### src/ofd_pkg.sv
package ofd_pkg;
    // ====================================================================
    // register offsets
    localparam logic [15:0] ADDR_APP_MODE = 16'h0200;
    localparam logic [15:0] ADDR_DEC_RATIO = 16'h0201;
    localparam logic [15:0] ADDR_UPPER_LO = 16'h0247;
    localparam logic [15:0] ADDR_UPPER_HI = 16'h0248;
    localparam logic [15:0] ADDR_LOWER_LO = 16'h0249;
    localparam logic [15:0] ADDR_LOWER_HI = 16'h024A;
    localparam logic [15:0] ADDR_DWELL_LO = 16'h024B;
    localparam logic [15:0] ADDR_DWELL_HI = 16'h024C;
    localparam logic [15:0] ADDR_OVR_CLEAR = 16'h0562;
    localparam logic [15:0] ADDR_OVR_STATUS = 16'h0563;
    // ====================================================================
    // fields and constants
    localparam int MODE_LSB = 0;
    localparam int MODE_W = 4;
    localparam int QIGN_BIT = 5;
    localparam int RATIO_W = 4;
    localparam int SAMPLE_W = 14;
    localparam int MAG_W = 13;
    localparam int NUM_VC = 8;
    localparam int NUM_DDC = 4;
    localparam int FD_LATENCY_MAX = 28;
    localparam logic [3:0] MODE_FULL = 4'h0;
    localparam logic [3:0] MODE_DDC1 = 4'h1;
    localparam logic [3:0] MODE_DDC2 = 4'h2;
    localparam logic [3:0] MODE_DDC4 = 4'h3;
    localparam logic [7:0] RESET_BYTE = 8'h00;
    localparam logic [15:0] UPPER_RESET = 16'hFFFF;
    localparam logic [15:0] LOWER_RESET = 16'h0000;
    localparam logic [15:0] DWELL_RESET = 16'h0001;
    localparam logic [3:0] RATIO_RESET = 4'h1;
    localparam logic [MAG_W-1:0] MAG_FULL = 13'h1FFF;
    // ====================================================================
    // carriers
    typedef struct packed {
        logic valid;
        logic overrange;
        logic [SAMPLE_W-1:0] data;
    } ofd_sample_t;
    typedef struct packed {
        logic [NUM_VC-1:0] used;
        logic [NUM_VC-1:0] overrange;
        logic [NUM_VC-1:0][SAMPLE_W-1:0] data;
    } ofd_vc_word_t;
endpackage : ofd_pkg

### src/ofd_top.sv
// Overview of operation
// - overrange flag travels with its sample through identical pipeline delay
// - overrange placed in control bit when control bits per sample above zero
// - eight sticky overrange bits, one per virtual converter, set by overrange
// - sticky bit cleared when clear bit written one then back to zero
// - threshold flag set when sample magnitude exceeds upper threshold
// - flag cleared only after magnitude stays below lower threshold for dwell
// - upper threshold held in two byte registers, compared with magnitude
// - flag asserts within 28 clocks of crossing sample entering
// - lower threshold is 13-bit magnitude across two bytes, full scale 2^13
// - lower comparison may lag pipeline but uses full resolution
// - dwell is 16-bit count 1 to 65535 across two byte registers
// - independent comparator and flag per channel, each with own pin
// - mode register holds operating mode bits 3:0 and Q-ignore bit 5
// - full bandwidth: ADC A to converter 0, ADC B to converter 1
// - mode codes 1, 2, 3 enable one, two, four downconverters
// - decimation ratio bits 3:0; output rate is sample rate over ratio
// - each real, I or Q stream is its own converter, eight at most
// - complex streams paired: I on lower converter, Q on the next
// - Q-ignore set: I of n to slot n; else I to 2n, Q to 2n+1
module ofd_top #(
    parameter int PIPE_DEPTH = 4
) (
    input wire logic clk,
    input wire logic arst_n,
    input wire logic reg_wr,
    input wire logic reg_rd,
    input wire logic [15:0] reg_addr,
    input wire logic [7:0] reg_wdata,
    output logic [7:0] reg_rdata,
    input wire logic [1:0] control_bits_per_sample,
    input wire ofd_pkg::ofd_sample_t adc_a,
    input wire ofd_pkg::ofd_sample_t adc_b,
    input wire logic [ofd_pkg::NUM_DDC-1:0][ofd_pkg::SAMPLE_W-1:0] ddc_i,
    input wire logic [ofd_pkg::NUM_DDC-1:0][ofd_pkg::SAMPLE_W-1:0] ddc_q,
    input wire logic ddc_valid,
    output logic threshold_flag_pin_first,
    output logic threshold_flag_pin_second,
    output logic vc_valid,
    input wire logic vc_ready,
    output ofd_pkg::ofd_vc_word_t vc_word,
    output logic [ofd_pkg::NUM_VC-1:0] vc_ctrl_bit,
    output logic [3:0] dec_ratio,
    output logic [3:0] chip_mode,
    output logic in_ready
);
    // ====================================================================
    // register file
    logic [7:0] app_mode_reg;
    logic [3:0] dec_ratio_reg;
    logic [15:0] upper_reg;
    logic [15:0] lower_reg;
    logic [15:0] dwell_reg;
    logic [7:0] ovr_clear_reg;
    logic [7:0] ovr_sticky_reg;
    logic [7:0] rdata_next;

    function automatic logic [ofd_pkg::MAG_W-1:0] mag_of(input logic [ofd_pkg::SAMPLE_W-1:0] s);
        logic [ofd_pkg::SAMPLE_W-1:0] a;
        a = s[ofd_pkg::SAMPLE_W-1] ? (~s + 14'h0001) : s;
        // most negative code saturates to full scale
        mag_of = a[ofd_pkg::SAMPLE_W-1] ? ofd_pkg::MAG_FULL : a[ofd_pkg::MAG_W-1:0];
    endfunction : mag_of

    always_ff @(posedge clk or negedge arst_n) begin
        if (!arst_n) begin
            app_mode_reg <= ofd_pkg::RESET_BYTE;
            dec_ratio_reg <= ofd_pkg::RATIO_RESET;
            upper_reg <= ofd_pkg::UPPER_RESET;
            lower_reg <= ofd_pkg::LOWER_RESET;
            dwell_reg <= ofd_pkg::DWELL_RESET;
            ovr_clear_reg <= ofd_pkg::RESET_BYTE;
        end else if (reg_wr) begin
            unique case (reg_addr)
                ofd_pkg::ADDR_APP_MODE: app_mode_reg <= reg_wdata;
                ofd_pkg::ADDR_DEC_RATIO: dec_ratio_reg <= reg_wdata[ofd_pkg::RATIO_W-1:0];
                ofd_pkg::ADDR_UPPER_LO: upper_reg[7:0] <= reg_wdata;
                ofd_pkg::ADDR_UPPER_HI: upper_reg[15:8] <= reg_wdata;
                ofd_pkg::ADDR_LOWER_LO: lower_reg[7:0] <= reg_wdata;
                ofd_pkg::ADDR_LOWER_HI: lower_reg[15:8] <= reg_wdata;
                ofd_pkg::ADDR_DWELL_LO: dwell_reg[7:0] <= reg_wdata;
                ofd_pkg::ADDR_DWELL_HI: dwell_reg[15:8] <= reg_wdata;
                ofd_pkg::ADDR_OVR_CLEAR: ovr_clear_reg <= reg_wdata;
                default: ;
            endcase
        end
    end

    always_comb begin
        rdata_next = ofd_pkg::RESET_BYTE;
        unique case (reg_addr)
            ofd_pkg::ADDR_APP_MODE: rdata_next = app_mode_reg;
            ofd_pkg::ADDR_DEC_RATIO: rdata_next = {4'h0, dec_ratio_reg};
            ofd_pkg::ADDR_UPPER_LO: rdata_next = upper_reg[7:0];
            ofd_pkg::ADDR_UPPER_HI: rdata_next = upper_reg[15:8];
            ofd_pkg::ADDR_LOWER_LO: rdata_next = lower_reg[7:0];
            ofd_pkg::ADDR_LOWER_HI: rdata_next = lower_reg[15:8];
            ofd_pkg::ADDR_DWELL_LO: rdata_next = dwell_reg[7:0];
            ofd_pkg::ADDR_DWELL_HI: rdata_next = dwell_reg[15:8];
            ofd_pkg::ADDR_OVR_CLEAR: rdata_next = ovr_clear_reg;
            ofd_pkg::ADDR_OVR_STATUS: rdata_next = ovr_sticky_reg;
            default: rdata_next = ofd_pkg::RESET_BYTE;
        endcase
    end

    always_ff @(posedge clk or negedge arst_n) begin
        if (!arst_n) begin
            reg_rdata <= ofd_pkg::RESET_BYTE;
        end else if (reg_rd) begin
            reg_rdata <= rdata_next;
        end
    end

    always_ff @(posedge clk or negedge arst_n) begin
        if (!arst_n) begin
            dec_ratio <= ofd_pkg::RATIO_RESET;
            chip_mode <= ofd_pkg::MODE_FULL;
        end else begin
            dec_ratio <= dec_ratio_reg;
            chip_mode <= app_mode_reg[ofd_pkg::MODE_LSB +: ofd_pkg::MODE_W];
        end
    end

    // ====================================================================
    // fast threshold detection, one per channel
    logic [1:0][ofd_pkg::SAMPLE_W-1:0] chan_data;
    logic [1:0] chan_valid;
    logic [1:0][ofd_pkg::MAG_W-1:0] mag_reg;
    logic [1:0] mag_valid_reg;
    logic [1:0] flag_reg;
    logic [1:0][15:0] dwell_cnt_reg;

    assign chan_data[0] = adc_a.data;
    assign chan_data[1] = adc_b.data;
    assign chan_valid[0] = adc_a.valid;
    assign chan_valid[1] = adc_b.valid;

    for (genvar c = 0; c < 2; c++) begin : g_fd
        always_ff @(posedge clk or negedge arst_n) begin
            if (!arst_n) begin
                mag_reg[c] <= '0;
                mag_valid_reg[c] <= 1'b0;
            end else begin
                mag_reg[c] <= mag_of(chan_data[c]);
                mag_valid_reg[c] <= chan_valid[c];
            end
        end

        always_ff @(posedge clk or negedge arst_n) begin
            if (!arst_n) begin
                flag_reg[c] <= 1'b0;
                dwell_cnt_reg[c] <= 16'h0000;
            end else if (mag_valid_reg[c]) begin
                if ({3'b000, mag_reg[c]} > upper_reg) begin
                    flag_reg[c] <= 1'b1;
                    dwell_cnt_reg[c] <= 16'h0000;
                end else if ({3'b000, mag_reg[c]} >= lower_reg) begin
                    dwell_cnt_reg[c] <= 16'h0000;
                end else if (flag_reg[c]) begin
                    if (dwell_cnt_reg[c] + 16'h0001 >= dwell_reg) begin
                        flag_reg[c] <= 1'b0;
                        dwell_cnt_reg[c] <= 16'h0000;
                    end else begin
                        dwell_cnt_reg[c] <= dwell_cnt_reg[c] + 16'h0001;
                    end
                end
            end
        end
    end

    always_ff @(posedge clk or negedge arst_n) begin
        if (!arst_n) begin
            threshold_flag_pin_first <= 1'b0;
            threshold_flag_pin_second <= 1'b0;
        end else begin
            threshold_flag_pin_first <= flag_reg[0];
            threshold_flag_pin_second <= flag_reg[1];
        end
    end

    // ====================================================================
    // sample pipeline; overrange rides alongside the data
    logic [PIPE_DEPTH-1:0][1:0][ofd_pkg::SAMPLE_W-1:0] pipe_data_reg;
    logic [PIPE_DEPTH-1:0][1:0] pipe_ovr_reg;
    logic [PIPE_DEPTH-1:0] pipe_valid_reg;
    logic [PIPE_DEPTH-1:0][ofd_pkg::NUM_DDC-1:0][ofd_pkg::SAMPLE_W-1:0] pipe_i_reg;
    logic [PIPE_DEPTH-1:0][ofd_pkg::NUM_DDC-1:0][ofd_pkg::SAMPLE_W-1:0] pipe_q_reg;
    logic pipe_go;

    assign pipe_go = in_ready;

    always_ff @(posedge clk or negedge arst_n) begin
        if (!arst_n) begin
            pipe_data_reg <= '0;
            pipe_ovr_reg <= '0;
            pipe_valid_reg <= '0;
            pipe_i_reg <= '0;
            pipe_q_reg <= '0;
        end else if (pipe_go) begin
            pipe_data_reg[0] <= chan_data;
            pipe_ovr_reg[0] <= {adc_b.overrange, adc_a.overrange};
            pipe_valid_reg[0] <= (chip_mode == ofd_pkg::MODE_FULL) ? adc_a.valid : ddc_valid;
            pipe_i_reg[0] <= ddc_i;
            pipe_q_reg[0] <= ddc_q;
            for (int k = 1; k < PIPE_DEPTH; k++) begin
                pipe_data_reg[k] <= pipe_data_reg[k-1];
                pipe_ovr_reg[k] <= pipe_ovr_reg[k-1];
                pipe_valid_reg[k] <= pipe_valid_reg[k-1];
                pipe_i_reg[k] <= pipe_i_reg[k-1];
                pipe_q_reg[k] <= pipe_q_reg[k-1];
            end
        end
    end

    // ====================================================================
    // virtual converter mapping
    ofd_pkg::ofd_vc_word_t map_word;
    logic [2:0] n_ddc;
    logic q_ignore;
    logic [1:0] ovr_any;

    assign q_ignore = app_mode_reg[ofd_pkg::QIGN_BIT];
    assign ovr_any = pipe_ovr_reg[PIPE_DEPTH-1];

    always_comb begin
        map_word = '0;
        n_ddc = 3'd0;
        unique case (chip_mode)
            ofd_pkg::MODE_DDC1: n_ddc = 3'd1;
            ofd_pkg::MODE_DDC2: n_ddc = 3'd2;
            ofd_pkg::MODE_DDC4: n_ddc = 3'd4;
            default: n_ddc = 3'd0;
        endcase
        if (chip_mode == ofd_pkg::MODE_FULL) begin
            map_word.data[0] = pipe_data_reg[PIPE_DEPTH-1][0];
            map_word.data[1] = pipe_data_reg[PIPE_DEPTH-1][1];
            map_word.used[1:0] = 2'b11;
            map_word.overrange[1:0] = ovr_any;
        end else begin
            for (int n = 0; n < ofd_pkg::NUM_DDC; n++) begin
                if (n < int'(n_ddc)) begin
                    if (q_ignore) begin
                        map_word.data[n] = pipe_i_reg[PIPE_DEPTH-1][n];
                        map_word.used[n] = 1'b1;
                        map_word.overrange[n] = |ovr_any;
                    end else begin
                        map_word.data[2*n] = pipe_i_reg[PIPE_DEPTH-1][n];
                        map_word.data[2*n+1] = pipe_q_reg[PIPE_DEPTH-1][n];
                        map_word.used[2*n] = 1'b1;
                        map_word.used[2*n+1] = 1'b1;
                        map_word.overrange[2*n] = |ovr_any;
                        map_word.overrange[2*n+1] = |ovr_any;
                    end
                end
            end
        end
    end

    // ====================================================================
    // sticky overrange status and clear
    logic [7:0] clear_prev_reg;
    logic [7:0] clear_fall;
    logic [7:0] ovr_set;

    assign clear_fall = clear_prev_reg & ~ovr_clear_reg;
    assign ovr_set = (pipe_valid_reg[PIPE_DEPTH-1] && pipe_go) ? map_word.overrange : 8'h00;

    always_ff @(posedge clk or negedge arst_n) begin
        if (!arst_n) begin
            clear_prev_reg <= ofd_pkg::RESET_BYTE;
            ovr_sticky_reg <= ofd_pkg::RESET_BYTE;
        end else begin
            clear_prev_reg <= ovr_clear_reg;
            ovr_sticky_reg <= (ovr_sticky_reg & ~clear_fall) | ovr_set;
        end
    end

    // ====================================================================
    // two-entry output buffer
    ofd_pkg::ofd_vc_word_t buf_reg [2];
    logic [1:0] buf_cnt_reg;
    logic buf_rd_reg;
    logic buf_wr_reg;
    logic push;
    logic pop;

    assign push = pipe_valid_reg[PIPE_DEPTH-1] && pipe_go;
    assign pop = vc_valid && vc_ready;

    always_ff @(posedge clk or negedge arst_n) begin
        if (!arst_n) begin
            buf_reg[0] <= '0;
            buf_reg[1] <= '0;
            buf_cnt_reg <= 2'd0;
            buf_rd_reg <= 1'b0;
            buf_wr_reg <= 1'b0;
        end else begin
            if (push) begin
                buf_reg[buf_wr_reg] <= map_word;
                buf_wr_reg <= ~buf_wr_reg;
            end
            if (pop) begin
                buf_rd_reg <= ~buf_rd_reg;
            end
            buf_cnt_reg <= buf_cnt_reg + {1'b0, push} - {1'b0, pop};
        end
    end

    // registered view of the head entry; buffer also stalls the pipeline
    always_ff @(posedge clk or negedge arst_n) begin
        if (!arst_n) begin
            vc_valid <= 1'b0;
            vc_word <= '0;
            vc_ctrl_bit <= '0;
            in_ready <= 1'b1;
        end else begin
            logic [1:0] cnt_n;
            logic rd_n;
            cnt_n = buf_cnt_reg + {1'b0, push} - {1'b0, pop};
            rd_n = pop ? ~buf_rd_reg : buf_rd_reg;
            vc_valid <= (cnt_n != 2'd0);
            if (cnt_n == 2'd0) begin
                vc_word <= '0;
            end else if (buf_cnt_reg == 2'd0 || (buf_cnt_reg == 2'd1 && pop)) begin
                vc_word <= map_word;
            end else begin
                vc_word <= buf_reg[rd_n];
            end
            if (control_bits_per_sample != 2'd0) begin
                vc_ctrl_bit <= (cnt_n == 2'd0) ? 8'h00 :
                    ((buf_cnt_reg == 2'd0 || (buf_cnt_reg == 2'd1 && pop)) ? map_word.overrange
                    : buf_reg[rd_n].overrange);
            end else begin
                vc_ctrl_bit <= 8'h00;
            end
            in_ready <= (cnt_n != 2'd2); // buffer full holds the pipeline
        end
    end

    // ====================================================================
    // assertions
    property p_flag_clear_needs_low;
        @(posedge clk) disable iff (!arst_n)
        $fell(flag_reg[0]) |-> $past(mag_valid_reg[0]) && ({3'b000, $past(mag_reg[0])} < $past(lower_reg));
    endproperty
    a_flag_clear_needs_low: assert property (p_flag_clear_needs_low) else $error("flag cleared above lower");

    property p_flag_set_fast;
        @(posedge clk) disable iff (!arst_n)
        (mag_valid_reg[0] && ({3'b000, mag_reg[0]} > upper_reg)) |=> flag_reg[0] ##1 threshold_flag_pin_first;
    endproperty
    a_flag_set_fast: assert property (p_flag_set_fast) else $error("flag late after upper crossing");

    property p_sticky_holds;
        @(posedge clk) disable iff (!arst_n)
        (ovr_sticky_reg[0] && clear_fall[0] == 1'b0) |=> ovr_sticky_reg[0];
    endproperty
    a_sticky_holds: assert property (p_sticky_holds) else $error("sticky bit lost");

    property p_sticky_clears;
        @(posedge clk) disable iff (!arst_n)
        (clear_fall[1] && !ovr_set[1]) |=> !ovr_sticky_reg[1];
    endproperty
    a_sticky_clears: assert property (p_sticky_clears) else $error("sticky bit not cleared");

    property p_ctrl_bit_follows;
        @(posedge clk) disable iff (!arst_n)
        (control_bits_per_sample != 2'd0) |=> (vc_ctrl_bit == vc_word.overrange);
    endproperty
    a_ctrl_bit_follows: assert property (p_ctrl_bit_follows) else $error("control bits differ from overrange");

    property p_pin_second_follows;
        @(posedge clk) disable iff (!arst_n)
        threshold_flag_pin_second == $past(flag_reg[1]);
    endproperty
    a_pin_second_follows: assert property (p_pin_second_follows) else $error("second pin not following flag");
endmodule : ofd_top

### config.mk
export PLATFORM = sky130hd
export DESIGN_NAME = ofd_top
export DESIGN_NICKNAME = d
export VERILOG_FILES = /design/src/ofd_pkg.sv /design/src/ofd_top.sv
export SDC_FILE = /design/constraint.sdc
export NUM_CORES = 2
export LEC_CHECK = 0
export BUFFER_PORTS_ARGS = -buffer_cell sky130_fd_sc_hd__buf_2
export CORE_MARGIN = 2
export CORE_UTILIZATION = 49
export DETAILED_ROUTE_END_ITERATION = 7
export PLACE_DENSITY = 0.75
export SLEW_MARGIN = 15
export SYNTH_ARGS = -nofsm -noshare
export SYNTH_HDL_FRONTEND = slang
export SYNTH_SLANG_ARGS = --single-unit
### constraint.sdc
create_clock -name clk -period 6.5 [get_ports clk]
set_input_delay 0.325 -clock clk [delete_from_list [all_inputs] [get_ports clk]]
set_output_delay 0.325 -clock clk [all_outputs]
set_load 0.005 [all_outputs]
### Yosys cells after proc, flatten, opt, wreduce, memory -nomap -nowiden

Cells that the tools add are included.

* register bits: 1134
* input port bits: 176
* logic and storage cells: 255

* add/sub/neg operators: 6
* magnitude comparators: 13
* equality and inequality tests: 17
* mux-type cells: 77
* bitwise gates (word level): 11
* reduce and logical (&&, ||, !) cells: 26

Operators with widths (count)
* 2-to-1 mux 128 bit: 6
* bitwise mux 256 bit: 1
* 2-to-1 mux 28 bit: 7
* demux 128 bit (select 1 bit): 1
* == test 16 x 10 -> 1 bit, second input constant: 8
* 2-to-1 mux 16 bit: 8
* 2-to-1 mux 14 bit: 8
* 2-to-1 mux 84 bit: 1
* one-hot mux 8 bit (10 select lines): 1
* 2-to-1 mux 42 bit: 1
* adder 16 x 1 -> 16 bit, second input constant: 2
* == test 16 x 11 -> 1 bit, second input constant: 2
* >= comparator 13 x 16 -> 1 bit: 2
* >= comparator 16 bit: 2
* > comparator 13 x 16 -> 1 bit: 2
* 2-to-1 mux 8 bit: 4
* adder 14 x 1 -> 14 bit, second input constant: 2
* NOT 14 bit: 2
* 2-to-1 mux 13 bit: 2
* AND reduction 2 bit: 13
* 2-to-1 mux 1 bit: 22
* 2-to-1 mux 2 bit: 10
* bitwise AND 8 bit: 2
* NOT 8 bit: 2
* 23 further kinds: 39

### Depth between registers and ports, before layout

* depth in word-level cells: 12
* depth in mapped cells: 16

### Worst setup path before layout

OpenSTA, ideal clock, no wires.

* path kind: register to register
* start: register dwell_cnt_reg[0] (netlist bit)
* end: register dwell_cnt_reg[5] (netlist bit)
* library setup time: 126 ps
* arrival: 3156 ps
* required time: 6374 ps
* path slack: 3218 ps
* stages on the path, launching flop included: 16
* path buffers: 1
* period minus slack after synthesis: 3282 ps
* cell sequence: dfrtp_1 > ha_1 > and3_1 > and3_1 > and3_1 > nand3_1 > nor2_1 > xor2_1 > ha_1 > nand4_1 > nor4_1 > o2bb2ai_1 > nor4_1 > and2_1 > buf_2 > a221o_1

* longest elaborated chain between the ends: 6

RTL lines
* start, declared: RTL line ofd_top.sv:131 `logic [1:0][15:0] dwell_cnt_reg;`
* start signal, assigned by index: RTL line ofd_top.sv:164 `dwell_cnt_reg[c] <= dwell_cnt_reg[c] + 16'h0001;`
* adder 16 x 1 -> 16 bit *: RTL line ofd_top.sv:160, ofd_top.sv:164
* >= comparator 16 bit: RTL line ofd_top.sv:160 `if (dwell_cnt_reg[c] + 16'h0001 >= dwell_reg) begin`
* 2-to-1 mux 16 bit *: RTL line ofd_top.sv:160
* 2-to-1 mux 16 bit *: RTL line ofd_top.sv:159 `end else if (flag_reg[c]) begin`
* 2-to-1 mux 16 bit *: RTL line ofd_top.sv:157 `end else if ({3'b000, mag_reg[c]} >= lower_reg) begin`
* 2-to-1 mux 16 bit *: RTL line ofd_top.sv:154 `if ({3'b000, mag_reg[c]} > upper_reg) begin`

Every way passes the cells marked *; elsewhere a longest branch is shown, timed or not. The select of a mux whose other input is x is not followed.
A chain may end at the register's enable or synchronous reset.

### Worst setup path after layout

* start: register in_ready
* end: register pipe_i_reg[14] (netlist bit)

RTL lines
* start, declared: RTL line ofd_top.sv:45 `output logic in_ready`
* start signal, assigned: RTL line ofd_top.sv:336 `in_ready <= (cnt_n != 2'd2);`
* end signal, assigned by index: RTL line ofd_top.sv:209 `pipe_i_reg[k] <= pipe_i_reg[k-1];`
* end, declared: RTL line ofd_top.sv:186 `logic [PIPE_DEPTH-1:0][ofd_pkg::NUM_DDC-1:0][ofd_pkg::SAMPLE_W-1:0] pipe_i_reg;`

No word-level cell between the ends.

==> metrics.txt <==
Port Buffers ~330; clock sinks between 1000 and 1500; DRT iter0 DRCs 2439; post-route cell area between 50000 and 60000 um^2; NetSw a little over 0.008 W; Synth cell types 80; via count of the first global-routing pass roughly 31000; hpwl dp approximately 74000 um; min cycle time layout around 4.3 ns; Ports roughly 330; Worst Path Arrival 4.84 ns; leakage around 24 nW; post-CTS setup repair buffer count 0; die area a little under 100000 um^2; clock slew at reported path FFs about 0.060 ns; async set-reset flop share out of synthesis 1.000; htree depth 3; outcome completed; drc violations 0; total track usage 0.2404; CP startpoint kind flop; Clock Latency Late Sink between 0.6 and 0.7 ns; die width 312.8 um; drt wl/cell approximately 21 um; initial antenna violation count 3; Largest register FFs about 250; Die Y about 310 um; min-delay worst type input port to flop; clk buf depth 3; layout cells sized above 1 0.2921; Fill cells around 7600; Placer Congestion approximately 0.89; Nets about 4500; Layout Skew 0.01978 ns; Mapped Avg Cell Area between 10 and 15 um^2; DR vias/cell 5.601; largest net degree at the start of global routing 250; cts bufs inserted 112; CTS root buf clkbuf_16; ys flop type dfrtp_1; GRT Residual Overflow 0; Initial Util 0.4933; Post-DP Area around 50000 um^2; Rel. slew slack 0.2310; Net Sw Frac 0.3353; Synth Cell Area ~47000 um^2; Post-synth EDFFs 0; actual slew at the worst max-slew pin 1.154 ns; commonest non-fill, non-tap cells in the layout 1100 x dfrtp_1, 650 x nand2_1, 627 x mux2_2, 330 x buf_2, 292 x o21ai_0; Comb pwr share 0.285; Clk network pwr share 0.269; CP Max Fanout 79; fmax around 230 MHz; CTS tree yes; setup slack at placement roughly 2.0 ns; Tcrit/Tclk final 0.6567; vias post-DR 31295; max-cap violations 0; Mapped Nets between 4000 and 5000; Crit path required time roughly 7 ns; post-route setup TNS 0 ns; Setup crit end kind flop; number of routed nets with antenna violations 0; endpoints failing hold 0; Yosys warnings 0; share of the yosys chip area belonging to registers 0.6003; Yosys reg bits 1120; area of the multi-input gates 17540 um^2; post-layout util 0.5784; P_int between 0.015 and 0.02 W; Initial DRT Pass Iterations 5; register area roughly 28000 um^2; row count between 100 and 150; drt total wl roughly 120000 um; post-CTS resize count 0; Final Setup Violations 0; Synth-to-Final Area Change 17.25%; worst vdd ir roughly 0.31 mV; cell area power density approximately 440 nW/um^2; setup ws final 2.232 ns; Sequential Power Share 0.446; most common cell after layout, fill and taps aside dfrtp_1; wire length of the first global-routing pass between 150000 and 200000 um; RSZ-0062 raised after global routing no; Synth Instances approximately 3800; core box area 94730 um^2; critical setup path kind flop to flop; Final Max Tran Viols 0
[per-stage QoR]
step / power (W) / std cells / hold WS [ns]
2_1_floorplan: 0.01507 / 3831 / 0.02941
3_3_place_gp: 0.01739 / 5224 / 0.4017
3_5_place_dp: 0.01767 / 5224 / 0.4031
4_1_cts: 0.02433 / 5584 / 0.02312
5_1_grt: 0.02562 / 5586 / 0.03442
6_report: 0.02430 / 5587 / 0.03991
[routing by layer]
metal / wire [um] / track usage
met1: 53140 / 0.3438
met2: 53970 / 0.3748
met3: 5875 / 0.03791
met4: 3780 / 0.08515
met5: 13 / 0
[path summary, 6_finish.rpt]
check	startpoint	end	slack [ns]	cells after the start
worst max-delay path	in_ready	pipe_i_reg[14]	2.23	4
worst min-delay path	ddc_valid	pipe_valid_reg[0]	0.04	3
worst max register to register	in_ready	pipe_i_reg[14]	2.23	4
worst min register to register	app_mode_reg[3]	chip_mode[3]	0.41	0
max in group asynchronous	arst_n	pipe_i_reg[196]	4.58	3
min in group asynchronous	arst_n	dwell_cnt_reg[9]	0.27	2
[layout make-up]
class                      count  share of cell area
antenna                        1          0.00004567
clock buffer                 163             0.06017
clock inverter                48            0.008609
inverter                      76            0.005252
multi-input combinational   2400              0.3201
sequential                  1120              0.5120
tap                         1265             0.02889
timing repair buffer         514             0.06485
[worst max-delay path: stages, from the launching register on]
cell     delay, ns
dfstp_4       1.21
buf_4         0.83
buf_4         0.85
buf_4         0.67
mux2_2        0.43
[cells in the mapped netlist, drive strengths merged, types with 33 or more instances]
library cell     n  area, um^2
and3            72       450.4
clkbuf         202       758.2
mux2           643        7301
inv             76       285.3
nand2          652        2471
nor2            64       255.2
a22oi           56       420.4
ha              90        1126
dfrtp         1100       27530
a21oi           95       475.5
buf             33       186.4
o21ai          294        1471
a211oi          69       518.0
a311oi          61       534.3
[timing repair]
action / CTS / global route
hold endpoints to repair: 267 / 0
setup endpoints to repair: 0 / 0
hold buffers: 149 / 0
[power groups by stage]
stage	registers (W)	clock network (W)	logic (W)
detailed placement	0.0109	0	0.00677
floorplan	0.0101	0	0.00496
finish	0.0108	0.00654	0.00693
global placement	0.0108	0	0.00655
global route	0.0111	0.00695	0.00761
CTS	0.0108	0.00664	0.00689
[cells by family (layout without fill, tap and decap cells)]
group | count (synthesis) | in the layout | share of synthesized area
compound gates | 702 | 702 | 0.09564
xor+xnor | 41 | 41 | 0.007684
fa+ha+maj | 90 | 90 | 0.02410
buf+inv | 311 | 801 | 0.02632
flops | 1120 | 1120 | 0.6003
mux | 650 | 650 | 0.1583
other cells | 0 | 1 | 0
simple gates | 917 | 917 | 0.08769
(Power assumes the default switching activity.)
